`config.mk`:
```
export PLATFORM = sky130hd
export DESIGN_NAME = ckc_clock_source_startup_control
export DESIGN_NICKNAME = d
export VERILOG_FILES = /design/src/rtl/ckc_pkg.sv /design/src/rtl/ckc_clock_source_startup_control.sv
export SDC_FILE = /design/constraint.sdc
export NUM_CORES = 1
export LEC_CHECK = 0
export BUFFER_PORTS_ARGS = -buffer_cell sky130_fd_sc_hd__buf_2
export CAP_MARGIN = 5
export CORE_UTILIZATION = 38
export DETAILED_ROUTE_END_ITERATION = 8
export PLACE_DENSITY_LB_ADDON = 0.12
export REMOVE_ABC_BUFFERS = 1
export SYNTH_ARGS = -nofsm -noshare
export SYNTH_HDL_FRONTEND = slang
export SYNTH_SLANG_ARGS = --single-unit
```
`constraint.sdc`:
```
create_clock -name clk -period 2.75 [get_ports clk]
set_clock_uncertainty 0.05 [all_clocks]
set_input_delay 0 -clock clk [delete_from_list [all_inputs] [get_ports clk]]
set_output_delay 0 -clock clk [all_outputs]
set_load 0.01 [all_outputs]
```
`src/rtl/ckc_pkg.sv`:
```
// Shared constants and carriers for the clock source and start-up control block
package ckc_pkg;

	// Clock rate of clk
	localparam int CLK_HZ = 20000000;

	// Fuse source codes on bits 3,2,1
	typedef enum logic [3:0] {
		CKC_SRC_LPXTAL = 4'h1,
		CKC_SRC_RECOV = 4'h2,
		CKC_SRC_EXT = 4'h4,
		CKC_SRC_RSVD = 4'h8
	} ckc_src_e;

	// Control register field positions
	localparam int MUX_SEL_BIT = 7;
	localparam int STABLE_BIT = 1;
	localparam int PLL_EN_BIT = 0;
	localparam logic [7:0] PLL_CTRL_RESET = 8'h00;

	// Watchdog oscillator time-out counts
	localparam logic [13:0] TOUT_CYC_0 = 14'h0000;
	localparam logic [13:0] TOUT_CYC_512 = 14'h0200;
	localparam logic [13:0] TOUT_CYC_8K = 14'h2000;

	// Start-up counts in oscillator clocks
	localparam logic [8:0] SU_CK_33 = 9'h021;
	localparam logic [8:0] SU_CK_40 = 9'h028;
	localparam logic [8:0] SU_CK_42 = 9'h02A;
	localparam logic [8:0] SU_CK_45 = 9'h02D;
	localparam logic [8:0] SU_CK_287 = 9'h11F;

	// Recovery divider and PLL lock time
	localparam logic [3:0] RECOV_DIV = 4'hC;
	localparam int LOCK_TIME_US = 100;
	localparam int LOCK_CYC = (LOCK_TIME_US * (CLK_HZ / 1000000)) - 1;
	localparam logic [11:0] LOCK_CYC_W = 12'(LOCK_CYC);

	// Flash write timebase: 10 MHz from 20 MHz is every second cycle
	localparam int FLASH_HZ = 10000000;
	localparam logic [3:0] FLASH_DIV_M1 = 4'(CLK_HZ / FLASH_HZ - 1);

	typedef struct packed {
		logic src_b3;
		logic src_b2;
		logic src_b1;
		logic src_b0;
		logic [1:0] startup_time;
		logic clk_out;
	} ckc_fuse_s;

	typedef struct packed {
		logic [13:0] tout_cycles;
		logic [8:0] reset_ck;
		logic [8:0] wake_ck;
	} ckc_timing_s;

endpackage

```
`src/rtl/ckc_clock_source_startup_control.sv`:
```
// Clock source select, start-up timing and PLL switching logic
// How it works
// - USB clock is main clock halved, only while PLL is selected.
// - Main multiplexer selects base clock after reset.
// - Source fuses b3..b1: 1x0 crystal, 1x1 recovery, 000 external, others reserved.
// - Internal reset held for 0, 512 or 8192 watchdog oscillator cycles.
// - Counter on oscillator ticks keeps reset asserted for the start-up count.
// - Reset start-up adds time-out; wake start-up uses only the start-up count.
// - Crystal: fuse b0 plus start-up fuses pick a fixed wake/reset pair.
// - All three source fuses programmed selects the external clock input.
// - External: 00 45CK, 01 plus 4 ms, 10 plus 64 ms, 11 reserved.
// - Recovery mode: base clock is the 96 MHz recovered clock divided by 12.
// - Recovery mode switching uses the same enable, lock, switch sequence.
// - PLL enable starts stabilisation; stable flag sets after lock.
// - Mux select moves main clock to PLL; software waits for stable first.
// - Clearing mux select returns the main clock to the base clock.
// - clk divided by 2 (every second cycle) provides the Flash write timebase.
// - Clock output fuse drives core clock on its pin, also during reset.
// - Control register: bit 7 select, bit 1 stable, bit 0 enable.
`timescale 1ns/1ps

module ckc_clock_source_startup_control (
	input wire logic clk,
	input wire logic sys_rst,
	input wire ckc_pkg::ckc_fuse_s fuses,
	input wire logic ext_reset_req,
	input wire logic wake_req,
	input wire logic wdt_osc_tick,
	input wire logic osc_tick,
	input wire logic recov_tick,
	input wire logic core_clk_level,
	input wire logic ctrl_wr,
	input wire logic [7:0] ctrl_wdata,
	output logic [7:0] pll_control_reg,
	output logic main_clock_select,
	output logic pll_enable,
	output logic pll_stable,
	output logic base_clock_tick,
	output logic usb_clock_tick,
	output logic flash_clk_tick,
	output logic internal_reset,
	output logic startup_busy,
	output logic src_reserved,
	output logic [3:0] src_onehot,
	output logic clock_output_pin,
	output logic clock_output_oe
);

	typedef enum logic [3:0] {
		ST_HOLD = 4'h1,
		ST_TOUT = 4'h2,
		ST_START = 4'h4,
		ST_RUN = 4'h8
	} ckc_state_e;

	// Fuse decode shared by timing and source outputs
	function automatic ckc_pkg::ckc_src_e decode_src(input ckc_pkg::ckc_fuse_s f);
		if (f.src_b3 && !f.src_b1) begin
			decode_src = ckc_pkg::CKC_SRC_LPXTAL;
		end else if (f.src_b3) begin
			decode_src = ckc_pkg::CKC_SRC_RECOV;
		end else if (!f.src_b2 && !f.src_b1) begin
			decode_src = ckc_pkg::CKC_SRC_EXT;
		end else begin
			decode_src = ckc_pkg::CKC_SRC_RSVD;
		end
	endfunction

	// Reset delays in ms become watchdog cycles (512 per ~4 ms, 8K per ~64 ms)
	function automatic ckc_pkg::ckc_timing_s decode_timing(input ckc_pkg::ckc_fuse_s f);
		ckc_pkg::ckc_timing_s t;
		t = '0;
		case (decode_src(f))
			ckc_pkg::CKC_SRC_LPXTAL: begin
				case ({f.src_b0, f.startup_time})
					3'h0: t = '{ckc_pkg::TOUT_CYC_512, ckc_pkg::SU_CK_33, ckc_pkg::SU_CK_33};
					3'h1: t = '{ckc_pkg::TOUT_CYC_8K, ckc_pkg::SU_CK_33, ckc_pkg::SU_CK_33};
					3'h2: t = '{ckc_pkg::TOUT_CYC_0, ckc_pkg::SU_CK_42, ckc_pkg::SU_CK_40};
					3'h3: t = '{ckc_pkg::TOUT_CYC_512, ckc_pkg::SU_CK_40, ckc_pkg::SU_CK_40};
					3'h4: t = '{ckc_pkg::TOUT_CYC_8K, ckc_pkg::SU_CK_40, ckc_pkg::SU_CK_40};
					3'h5: t = '{ckc_pkg::TOUT_CYC_0, ckc_pkg::SU_CK_45, ckc_pkg::SU_CK_287};
					3'h6: t = '{ckc_pkg::TOUT_CYC_512, ckc_pkg::SU_CK_287, ckc_pkg::SU_CK_287};
					default: t = '{ckc_pkg::TOUT_CYC_8K, ckc_pkg::SU_CK_287, ckc_pkg::SU_CK_287};
				endcase
			end
			ckc_pkg::CKC_SRC_EXT: begin
				// External table; reserved code falls back to shortest
				case (f.startup_time)
					2'h1: t = '{ckc_pkg::TOUT_CYC_512, ckc_pkg::SU_CK_45, ckc_pkg::SU_CK_42};
					2'h2: t = '{ckc_pkg::TOUT_CYC_8K, ckc_pkg::SU_CK_45, ckc_pkg::SU_CK_42};
					default: t = '{ckc_pkg::TOUT_CYC_0, ckc_pkg::SU_CK_45, ckc_pkg::SU_CK_42};
				endcase
			end
			default: begin
				t = '{ckc_pkg::TOUT_CYC_8K, ckc_pkg::SU_CK_287, ckc_pkg::SU_CK_287};
			end
		endcase
		decode_timing = t;
	endfunction

	ckc_state_e state_r, state_nxt;
	logic [13:0] tout_cnt_r, tout_cnt_nxt;
	logic [8:0] su_cnt_r, su_cnt_nxt;
	logic irst_r, irst_nxt;
	logic busy_r, busy_nxt;
	logic sel_r, sel_nxt;
	logic en_r, en_nxt;
	logic stable_r, stable_nxt;
	logic [11:0] lock_cnt_r, lock_cnt_nxt;
	logic [3:0] rdiv_r, rdiv_nxt;
	logic base_r, base_nxt;
	logic half_r, half_nxt;
	logic usb_r, usb_nxt;
	logic [3:0] fdiv_r, fdiv_nxt;
	logic ftick_r, ftick_nxt;
	logic rsvd_r, rsvd_nxt;
	logic [3:0] onehot_r, onehot_nxt;
	logic cko_r, cko_nxt;
	logic ckoe_r, ckoe_nxt;
	ckc_pkg::ckc_timing_s tim;
	ckc_pkg::ckc_src_e src;

	always_comb begin
		tim = decode_timing(fuses);
		src = decode_src(fuses);
	end

	// Start-up sequencer
	always_comb begin
		state_nxt = state_r;
		tout_cnt_nxt = tout_cnt_r;
		su_cnt_nxt = su_cnt_r;
		irst_nxt = irst_r;
		if (ext_reset_req) begin
			// Hold while any other reset source is active
			state_nxt = ST_HOLD;
			irst_nxt = 1'b1;
		end else begin
			case (state_r)
				ST_HOLD: begin
					tout_cnt_nxt = tim.tout_cycles;
					su_cnt_nxt = tim.reset_ck;
					irst_nxt = 1'b1;
					state_nxt = ST_TOUT;
				end
				ST_TOUT: begin
					if (tout_cnt_r == '0) begin
						state_nxt = ST_START;
					end else if (wdt_osc_tick) begin
						tout_cnt_nxt = tout_cnt_r - 14'h0001;
					end
				end
				ST_START: begin
					if (su_cnt_r == '0) begin
						irst_nxt = 1'b0;
						state_nxt = ST_RUN;
					end else if (osc_tick) begin
						su_cnt_nxt = su_cnt_r - 9'h001;
					end
				end
				ST_RUN: begin
					// Wake uses only the start-up count
					if (wake_req) begin
						su_cnt_nxt = tim.wake_ck;
						state_nxt = ST_START;
					end
				end
				default: begin
					state_nxt = ST_HOLD;
					irst_nxt = 1'b1;
				end
			endcase
		end
		busy_nxt = (state_nxt != ST_RUN);
	end

	always_ff @(posedge clk or posedge sys_rst) begin
		if (sys_rst) begin
			state_r <= ST_HOLD;
			tout_cnt_r <= '0;
			su_cnt_r <= '0;
			irst_r <= 1'b1;
			busy_r <= 1'b1;
		end else begin
			state_r <= state_nxt;
			tout_cnt_r <= tout_cnt_nxt;
			su_cnt_r <= su_cnt_nxt;
			irst_r <= irst_nxt;
			busy_r <= busy_nxt;
		end
	end

	// PLL control and lock model
	always_comb begin
		sel_nxt = sel_r;
		en_nxt = en_r;
		stable_nxt = stable_r;
		lock_cnt_nxt = lock_cnt_r;
		if (irst_r) begin
			sel_nxt = 1'b0;
			en_nxt = 1'b0;
			stable_nxt = 1'b0;
			lock_cnt_nxt = '0;
		end else begin
			if (ctrl_wr) begin
				// Select PLL; clearing returns to base clock
				sel_nxt = ctrl_wdata[ckc_pkg::MUX_SEL_BIT];
				en_nxt = ctrl_wdata[ckc_pkg::PLL_EN_BIT];
			end
			// Disable drops the flag and restarts lock timing
			if (!en_nxt) begin
				stable_nxt = 1'b0;
				lock_cnt_nxt = '0;
			// Flag after stabilisation; same for recovery clock
			end else if (lock_cnt_r == ckc_pkg::LOCK_CYC_W) begin
				stable_nxt = 1'b1;
			end else begin
				lock_cnt_nxt = lock_cnt_r + 12'h001;
			end
		end
	end

	always_ff @(posedge clk or posedge sys_rst) begin
		if (sys_rst) begin
			sel_r <= ckc_pkg::PLL_CTRL_RESET[ckc_pkg::MUX_SEL_BIT];
			en_r <= ckc_pkg::PLL_CTRL_RESET[ckc_pkg::PLL_EN_BIT];
			stable_r <= ckc_pkg::PLL_CTRL_RESET[ckc_pkg::STABLE_BIT];
			lock_cnt_r <= '0;
		end else begin
			sel_r <= sel_nxt;
			en_r <= en_nxt;
			stable_r <= stable_nxt;
			lock_cnt_r <= lock_cnt_nxt;
		end
	end

	// Clock enables and pin outputs
	always_comb begin
		rdiv_nxt = rdiv_r;
		base_nxt = 1'b0;
		half_nxt = half_r;
		usb_nxt = 1'b0;
		fdiv_nxt = fdiv_r + 4'h1;
		ftick_nxt = 1'b0;
		// Recovered clock divided by 12 for base clock
		if (src == ckc_pkg::CKC_SRC_RECOV) begin
			if (recov_tick) begin
				if (rdiv_r == ckc_pkg::RECOV_DIV - 4'h1) begin
					rdiv_nxt = '0;
					base_nxt = 1'b1;
				end else begin
					rdiv_nxt = rdiv_r + 4'h1;
				end
			end
		end else begin
			rdiv_nxt = '0;
			base_nxt = osc_tick;
		end
		// Halve main clock only while PLL selected
		if (sel_r && recov_tick) begin
			half_nxt = !half_r;
			usb_nxt = half_r;
		end else if (!sel_r) begin
			half_nxt = 1'b0;
		end
		if (fdiv_r == ckc_pkg::FLASH_DIV_M1) begin
			fdiv_nxt = '0;
			ftick_nxt = 1'b1;
		end
		rsvd_nxt = (src == ckc_pkg::CKC_SRC_RSVD);
		onehot_nxt = src;
		// Core clock on pin while fuse programmed, reset included
		cko_nxt = !fuses.clk_out && core_clk_level;
		ckoe_nxt = !fuses.clk_out;
	end

	always_ff @(posedge clk or posedge sys_rst) begin
		if (sys_rst) begin
			rdiv_r <= '0;
			base_r <= 1'b0;
			half_r <= 1'b0;
			usb_r <= 1'b0;
			fdiv_r <= '0;
			ftick_r <= 1'b0;
			rsvd_r <= 1'b0;
			onehot_r <= '0;
			cko_r <= 1'b0;
			ckoe_r <= 1'b0;
		end else begin
			rdiv_r <= rdiv_nxt;
			base_r <= base_nxt;
			half_r <= half_nxt;
			usb_r <= usb_nxt;
			fdiv_r <= fdiv_nxt;
			ftick_r <= ftick_nxt;
			rsvd_r <= rsvd_nxt;
			onehot_r <= onehot_nxt;
			cko_r <= cko_nxt;
			ckoe_r <= ckoe_nxt;
		end
	end

	always_comb begin
		// Register image, reserved bits read zero
		pll_control_reg = {sel_r, 5'h00, stable_r, en_r};
		main_clock_select = sel_r;
		pll_enable = en_r;
		pll_stable = stable_r;
		base_clock_tick = base_r;
		usb_clock_tick = usb_r;
		flash_clk_tick = ftick_r;
		internal_reset = irst_r;
		startup_busy = busy_r;
		src_reserved = rsvd_r;
		src_onehot = onehot_r;
		clock_output_pin = cko_r;
		clock_output_oe = ckoe_r;
	end

endmodule

```
==> impl_summary.log, run 1 <==
INFO  metric hpwlAfterDp = 4730 µm
INFO  metric globalplace.congestion = 0.835
INFO  metric row_count = 34
INFO  metric fp.dieArea = 9270 µm²
INFO  metric nNetsFinal = 442
INFO  metric post_cts_resized = 0
INFO  metric timing.slew.headroom = 66.6%
INFO  metric final_hold_viol_count = 0
INFO  metric crit_fanout = 19
INFO  metric synth.top_cells.by_area = dfrtp_1 (44%), nor2_1 (5.3%), o21ai_0 (3.4%)
INFO  metric grt.met3_usage = 3.40%
INFO  metric max-cap-violations = 0
INFO  metric areaGrowthSynthToFinish = 17.8%
INFO  metric ctsHtreeMaxLevel = 3
INFO  metric drc = 0
INFO  metric floorplan.die.width = 96.3 µm
INFO  metric irDropWorstVdd = 342 µV
INFO  metric grt_first_pass_wirelength = 11700 µm
INFO  metric ios = 47
INFO  metric number_of_slew_limit_violations_in_the_final_report = 0
INFO  metric worstSetupPathType = reg -> reg
INFO  metric postSynth.asyncResetShare = 100%
INFO  metric detail_route.vias_per_cell = 5.09
INFO  metric grt_max_degree = 28
INFO  metric post_cts.repair.setup_buffers = 0
INFO  metric setup_repair_after_global_routing_missed_its_margin = no
INFO  metric ys.warnings.count = 0
INFO  metric cts-hold-fix-buffers = 15
INFO  metric drt_iter0_markers = 70
INFO  metric synth_edf_count = 0
INFO  metric postSynthRegisterBits = 63
INFO  metric drt_first_pass_iters = 4
INFO  metric multi_input_area = 1620 µm²
INFO  metric hold_ws = 0.0978 ns
INFO  metric core = 8680 µm²
INFO  metric antenna_violating_nets_post_route = 0
INFO  metric critical_path_buf_inv_count = 1
INFO  metric total_global_route_track_usage = 16.6%
INFO  metric synth.distinct_cells = 61
INFO  metric cts_sinks = 63
INFO  metric synth_largest_area_cell = dfrtp_1
INFO  metric min_path_type = in -> async
INFO  metric fillerInstances = 837
INFO  metric ff_latch_area = 1580 µm²
INFO  metric tns = 0 ns
INFO  metric power_density = 650 nW/µm²
INFO  metric status = finished clean
INFO  metric crit_path_required_time = 2.96 ns
INFO  metric grt_util_met2 = 24.8%
INFO  metric ys_seq_area_share = 46.8%
INFO  metric synthesized_area_per_cell = 9.43 µm²
INFO  metric global_route.usage.met1 = 23.2%
INFO  metric syn-instance-count = 358
INFO  metric finish.utilization = 45.8%
INFO  metric timing.final.crit_share = 78.8%
INFO  metric path_cells = nor4b_4 -> buf_4 -> nand4_1 -> nand3_2 -> or4_1 -> o21ai_0
INFO  metric post-synth-top-area-fraction = 44.5%
INFO  metric critPathMaxStageDelay = 0.67 ns
INFO  metric synth_top_flop_cell = dfrtp_1
INFO  metric clock_insertion_delay_worst_skew = 0.34 ns
INFO  metric p_leak = 1.76 nW
INFO  metric die_height = 96.3 µm
INFO  metric synth.cell_area = 3380 µm²
INFO  metric totalWireLength = 6780 µm
INFO  metric critical_path.endpoint_type = register
INFO  metric first_global_vias = 2520
INFO  metric initial_antenna_violation_count = 0
INFO  metric placement.io_buffers = 35
INFO  metric cts.root.buffer_cell = clkbuf_8
INFO  metric cp.arrival = 2.38 ns
INFO  metric clock_tree_from_tritoncts = done
INFO  metric setup_violations = 0
INFO  metric cts.path.max_buffers = 2
INFO  metric drive_gt1_share = 19.4%
INFO  metric synthTopCellsByCount = dfrtp_1 (60), nor2_1 (48), nand2_1 (28)
INFO  metric antenna_cells_inserted = 0
INFO  metric synth_most_common_cell = dfrtp_1
INFO  metric clkTransAtPathRegs = 0.07 ns
INFO  metric worst-slew-pin-transition = 0.499 ns
INFO  metric timing.final.crit_period = 2.17 ns
INFO  metric path_delay_family = simple AND/OR/NAND/NOR gates
INFO  metric vias = 2679
INFO  metric global_route.peak_usage_layer = met2
INFO  metric global_route.overflow_total = 0
INFO  metric post_drt_wl_per_cell = 12.9 µm
INFO  metric start_util = 38.9%
INFO  metric critical_path_source_type = register
INFO  metric power = 2.59 mW
INFO  metric numCtsBuffers = 9
INFO  metric timing.fmax = 462 MHz
INFO  metric critical_path.slowest_cell = dfstp_2
[area by class of cell]
| type | count | area share (%) |
|---|---|---|
| Multi-Input combinational cell | 265 | 40.8 |
| Sequential cell | 63 | 39.7 |
| Timing Repair Buffer | 59 | 9.88 |
| Tap cell | 108 | 3.40 |
| Clock buffer | 10 | 3.21 |
| Clock inverter | 6 | 1.54 |
| Inverter | 15 | 1.42 |
[where the power goes]
part	total, mW	internal [mW]	switching (mW)
Combinational	0.599	0.270	0.330
Clock	0.789	0.416	0.374
Sequential	1.20	1.05	0.148
[path summary, 6_finish.rpt]
| path | from | to | slack (ns) | cells past startpoint |
|---|---|---|---|---|
| setup / recovery | state_r[0] | su_cnt_r[7] | 0.58 | 6 |
| hold / removal | sys_rst | clock_output_pin | 0.1 | 3 |
| setup reg to reg | state_r[0] | su_cnt_r[7] | 0.58 | 6 |
| hold reg to reg | fdiv_r[0] | fdiv_r[0] | 0.44 | 1 |
| max in group asynchronous | sys_rst | state_r[0] | 1.85 | 4 |
| min in group clk | fuses[1] | tout_cnt_r[9] | 0.13 | 4 |
[cell usage in the layout (no fill, tap or decap), types with 3 or more instances in the layout]
master / synthesis / layout
clkbuf_8: 1 / 9
a211oi_1: 3 / 3
dfrtp_1: 60 / 60
o22a_1: 3 / 3
mux2i_1: 4 / 4
a21o_1: 3 / 3
nand2_1: 28 / 28
nand3_1: 11 / 11
clkinv_2: 0 / 3
nor3_1: 12 / 12
nor4_1: 5 / 5
buf_2: 1 / 35
a21oi_1: 17 / 17
nand2b_1: 5 / 5
or3_1: 6 / 6
nor2_1: 48 / 48
xor2_1: 10 / 10
nand4_1: 8 / 8
dlygate4sd3_1: 0 / 15
xnor2_1: 7 / 7
nor3b_1: 4 / 4
or2_2: 4 / 4
o21ai_0: 23 / 23
conb_1: 1 / 5
dfstp_2: 3 / 3
inv_1: 15 / 14
a31oi_1: 3 / 3
nor2b_1: 6 / 6
nand3b_1: 4 / 4
buf_4: 9 / 9
o211ai_1: 4 / 4
ha_1: 5 / 5
or4_1: 6 / 6
[worst reg2reg max path, stage by stage (launching register included)]
cell and delay (ns):
dfstp_2 0.67, nor4b_4 0.08, buf_4 0.18, nand4_1 0.16, nand3_2 0.32, or4_1 0.55, o21ai_0 0.08
[flip-flops by register name, summed over array words and instances, names as in the netlist, 4 cells and up]
name and count:
src_onehot 4, fdiv_r 4, lock_cnt_r 12, su_cnt_r 9, state_r 4, rdiv_r 4, tout_cnt_r 14
[cell families after synthesis]
group | share of synthesized area, %
adder cells (fa/ha/maj) | 1.85
multiplexers | 1.19
AND/OR/NAND/NOR | 26.1
buffers and inverters | 5.56
other | 0.111
XOR/XNOR | 4.41
flip-flops | 46.8
AO/OA/AOI/OAI | 14.0
[per-layer routing]
metal	vias to the layer above	part of all wire (%)
met3	10	2.8
met4	0	1.7
li1	1372	-
met5	-	0
met1	1256	51
met2	41	44
[stage by stage]
| step | worst slack [ns] | cells | cell area [µm²] |
|---|---|---|---|
| detailed placement | 0.599 | 495 | 3640 |
| CTS | 0.594 | 526 | 3980 |
| global placement | 0.610 | 495 | 3640 |
| global route | 0.443 | 526 | 3980 |
| finish | 0.583 | 526 | 3980 |
| floorplan | 0.737 | 343 | 3260 |
(Power assumes the default switching activity.)
==> run 2, diff against run 1 <==
==> constraint.sdc (replaced) <==
create_clock -name clk -period 2 [get_ports clk]
set_clock_uncertainty 0.05 [all_clocks]
set_input_delay 0 -clock clk [delete_from_list [all_inputs] [get_ports clk]]
set_output_delay 0 -clock clk [all_outputs]
set_load 0.01 [all_outputs]
==> impl_summary.log, run 2 (same netlist as run 1, synthesis figures left out) <==
INFO  metric status = finished clean
INFO  metric setup_violations = 0
INFO  metric irDropWorstVdd = 485 µV
INFO  metric first_global_vias = 2584
INFO  metric worstSetupPathType = reg -> reg
INFO  metric timing.final.crit_period = 1.97 ns
INFO  metric crit_path_required_time = 2.21 ns
INFO  metric ctsHtreeMaxLevel = 3
INFO  metric initial_antenna_violation_count = 0
INFO  metric final_common_cell = dfrtp_1
INFO  metric critical_path_source_type = register
INFO  metric p_leak = 1.87 nW
INFO  metric setup.worst_path.start = su_cnt_r[0]
INFO  metric critical_path.endpoint_type = register
INFO  metric grt_first_pass_wirelength = 11900 µm
INFO  metric rr_startpoint = su_cnt_r[0]
INFO  metric hpwlAfterDp = 4950 µm
INFO  metric ios = 47
INFO  metric min_path_cells = 4
INFO  metric tns = 0 ns
INFO  metric total_global_route_track_usage = 16.7%
INFO  metric rrSetupSlack = 0.03 ns
INFO  metric post_drt_wl_per_cell = 13.1 µm
INFO  metric grt_max_degree = 39
INFO  metric antenna_cells_inserted = 0
INFO  metric power_density = 928 nW/µm²
INFO  metric timing.final.crit_share = 98.3%
INFO  metric worst-r2r-cell-count = 4
INFO  metric power = 3.90 mW
INFO  metric timing.fmax = 508 MHz
INFO  metric areaGrowthSynthToFinish = 24.4%
INFO  metric floorplan.die.width = 96.3 µm
INFO  metric critical_path.reg2reg.endpoint = su_cnt_r[7]
INFO  metric drt_first_pass_iters = 6
INFO  metric numCtsBuffers = 9
INFO  metric crit_end = su_cnt_r[7]
INFO  metric largest_register_ff_count = 14
INFO  metric cts.path.max_buffers = 2
INFO  metric fp.dieArea = 9270 µm²
INFO  metric drt_iter0_markers = 98
INFO  metric cts.root.buffer_cell = clkbuf_8
INFO  metric crit_fanout = 5
INFO  metric top_register = tout_cnt_r
INFO  metric drc = 0
INFO  metric max-cap-violations = 0
INFO  metric globalplace.congestion = 0.837
INFO  metric vias = 2770
INFO  metric placement.io_buffers = 35
INFO  metric drive_gt1_share = 24.1%
INFO  metric min_path_type = in -> reg
INFO  metric cts_sinks = 63
INFO  metric final_hold_viol_count = 0
INFO  metric totalWireLength = 7130 µm
INFO  metric nNetsFinal = 459
INFO  metric die_height = 96.3 µm
INFO  metric antenna_violating_nets_post_route = 0
INFO  metric core = 8680 µm²
INFO  metric number_of_slew_limit_violations_in_the_final_report = 0
INFO  metric setup_repair_after_global_routing_missed_its_margin = yes
INFO  metric clkTransAtPathRegs = 0.07 ns
INFO  metric global_route.overflow_total = 0
INFO  metric reg_top3 = tout_cnt_r (14), lock_cnt_r (12), su_cnt_r (9)
INFO  metric cp.arrival = 2.18 ns
INFO  metric row_count = 34
INFO  metric start_util = 38.9%
INFO  metric detail_route.vias_per_cell = 5.10
INFO  metric clock_tree_from_tritoncts = done
INFO  metric worst-slew-pin-transition = 0.597 ns
INFO  metric hold_ws = 0.111 ns
INFO  metric worst_hold_startpoint = fuses[1]
INFO  metric timing.slew.headroom = 60.1%
INFO  metric most_used_cells_in_the_layout_excluding_fill_and_tap_cells = dfrtp_1 (58), nor2_1 (48), buf_2 (35)
INFO  metric clock_insertion_delay_worst_skew = 0.34 ns
[run 2: cell count changes in the layout (fill, tap and decap cells not counted), moves of 2 or more]
cell | before | now
dfrtp_2 | 0 | 2
buf_12 | 0 | 2
dfrtp_1 | 60 | 58
clkbuf_1 | 1 | 3
or4_1 | 6 | 3
buf_4 | 9 | 24
or4_4 | 1 | 4
[run 2: worst min path at each step]
stage                           end
floorplan           clock_output_oe
global placement      tout_cnt_r[5]
detailed placement    tout_cnt_r[5]
CTS                   tout_cnt_r[9]
global route          tout_cnt_r[9]
finish                tout_cnt_r[9]
[run 2: repair_timing]
item                                    4_1_cts  5_1_grt
setup buffers                                 1        3
hold buffers                                 15        0
hold endpoints to repair                     40        0
gates resized for setup                       3       12
pin swaps                                     1        3
endpoints found under the setup margin        2       12
[run 2: worst max-delay path: stages, from the launching register on]
cell	delay, ns
dfrtp_1	0.42
or4_4	0.52
or4_4	0.42
or4_1	0.40
o21ai_1	0.08
[run 2: area by class of cell]
cell class | instances | area (µm²)
Clock inverter | 4 | 70.1
Clock buffer | 12 | 135
Multi-Input combinational cell | 265 | 1680
Fill cell | 848 | 4480
Tap cell | 108 | 135
Inverter | 15 | 56.3
Timing Repair Buffer | 76 | 546
Sequential cell | 63 | 1580
[run 2: metal layers]
| layer | vias up | GRT usage, % | share of wire [%] |
|---|---|---|---|
| met3 | 9 | 4.11 | 3.7 |
| met4 | 0 | 5.22 | 0.95 |
| met5 | - | 0 | 0 |
| met2 | 49 | 27.4 | 47 |
| met1 | 1309 | 21.7 | 48 |
| li1 | 1403 | - | - |
[run 2: metrics by stage]
stage                     setup slack [ns]  utilization, %  area, µm²  cells
after floorplan                    -0.0126               -       3260    343
after global placement              0.0212            43.3       3760    508
after detailed placement           -0.0332            43.3       3760    508
after CTS                           0.0105            47.6       4140    540
after global routing               -0.0100            48.4       4200    543
final                               0.0332            48.4       4200    543
[run 2: power breakdown]
part	internal, mW	switching, mW
sequential	1.44	0.215
combinational	0.537	0.523
clock	0.699	0.478
total	2.68	1.22
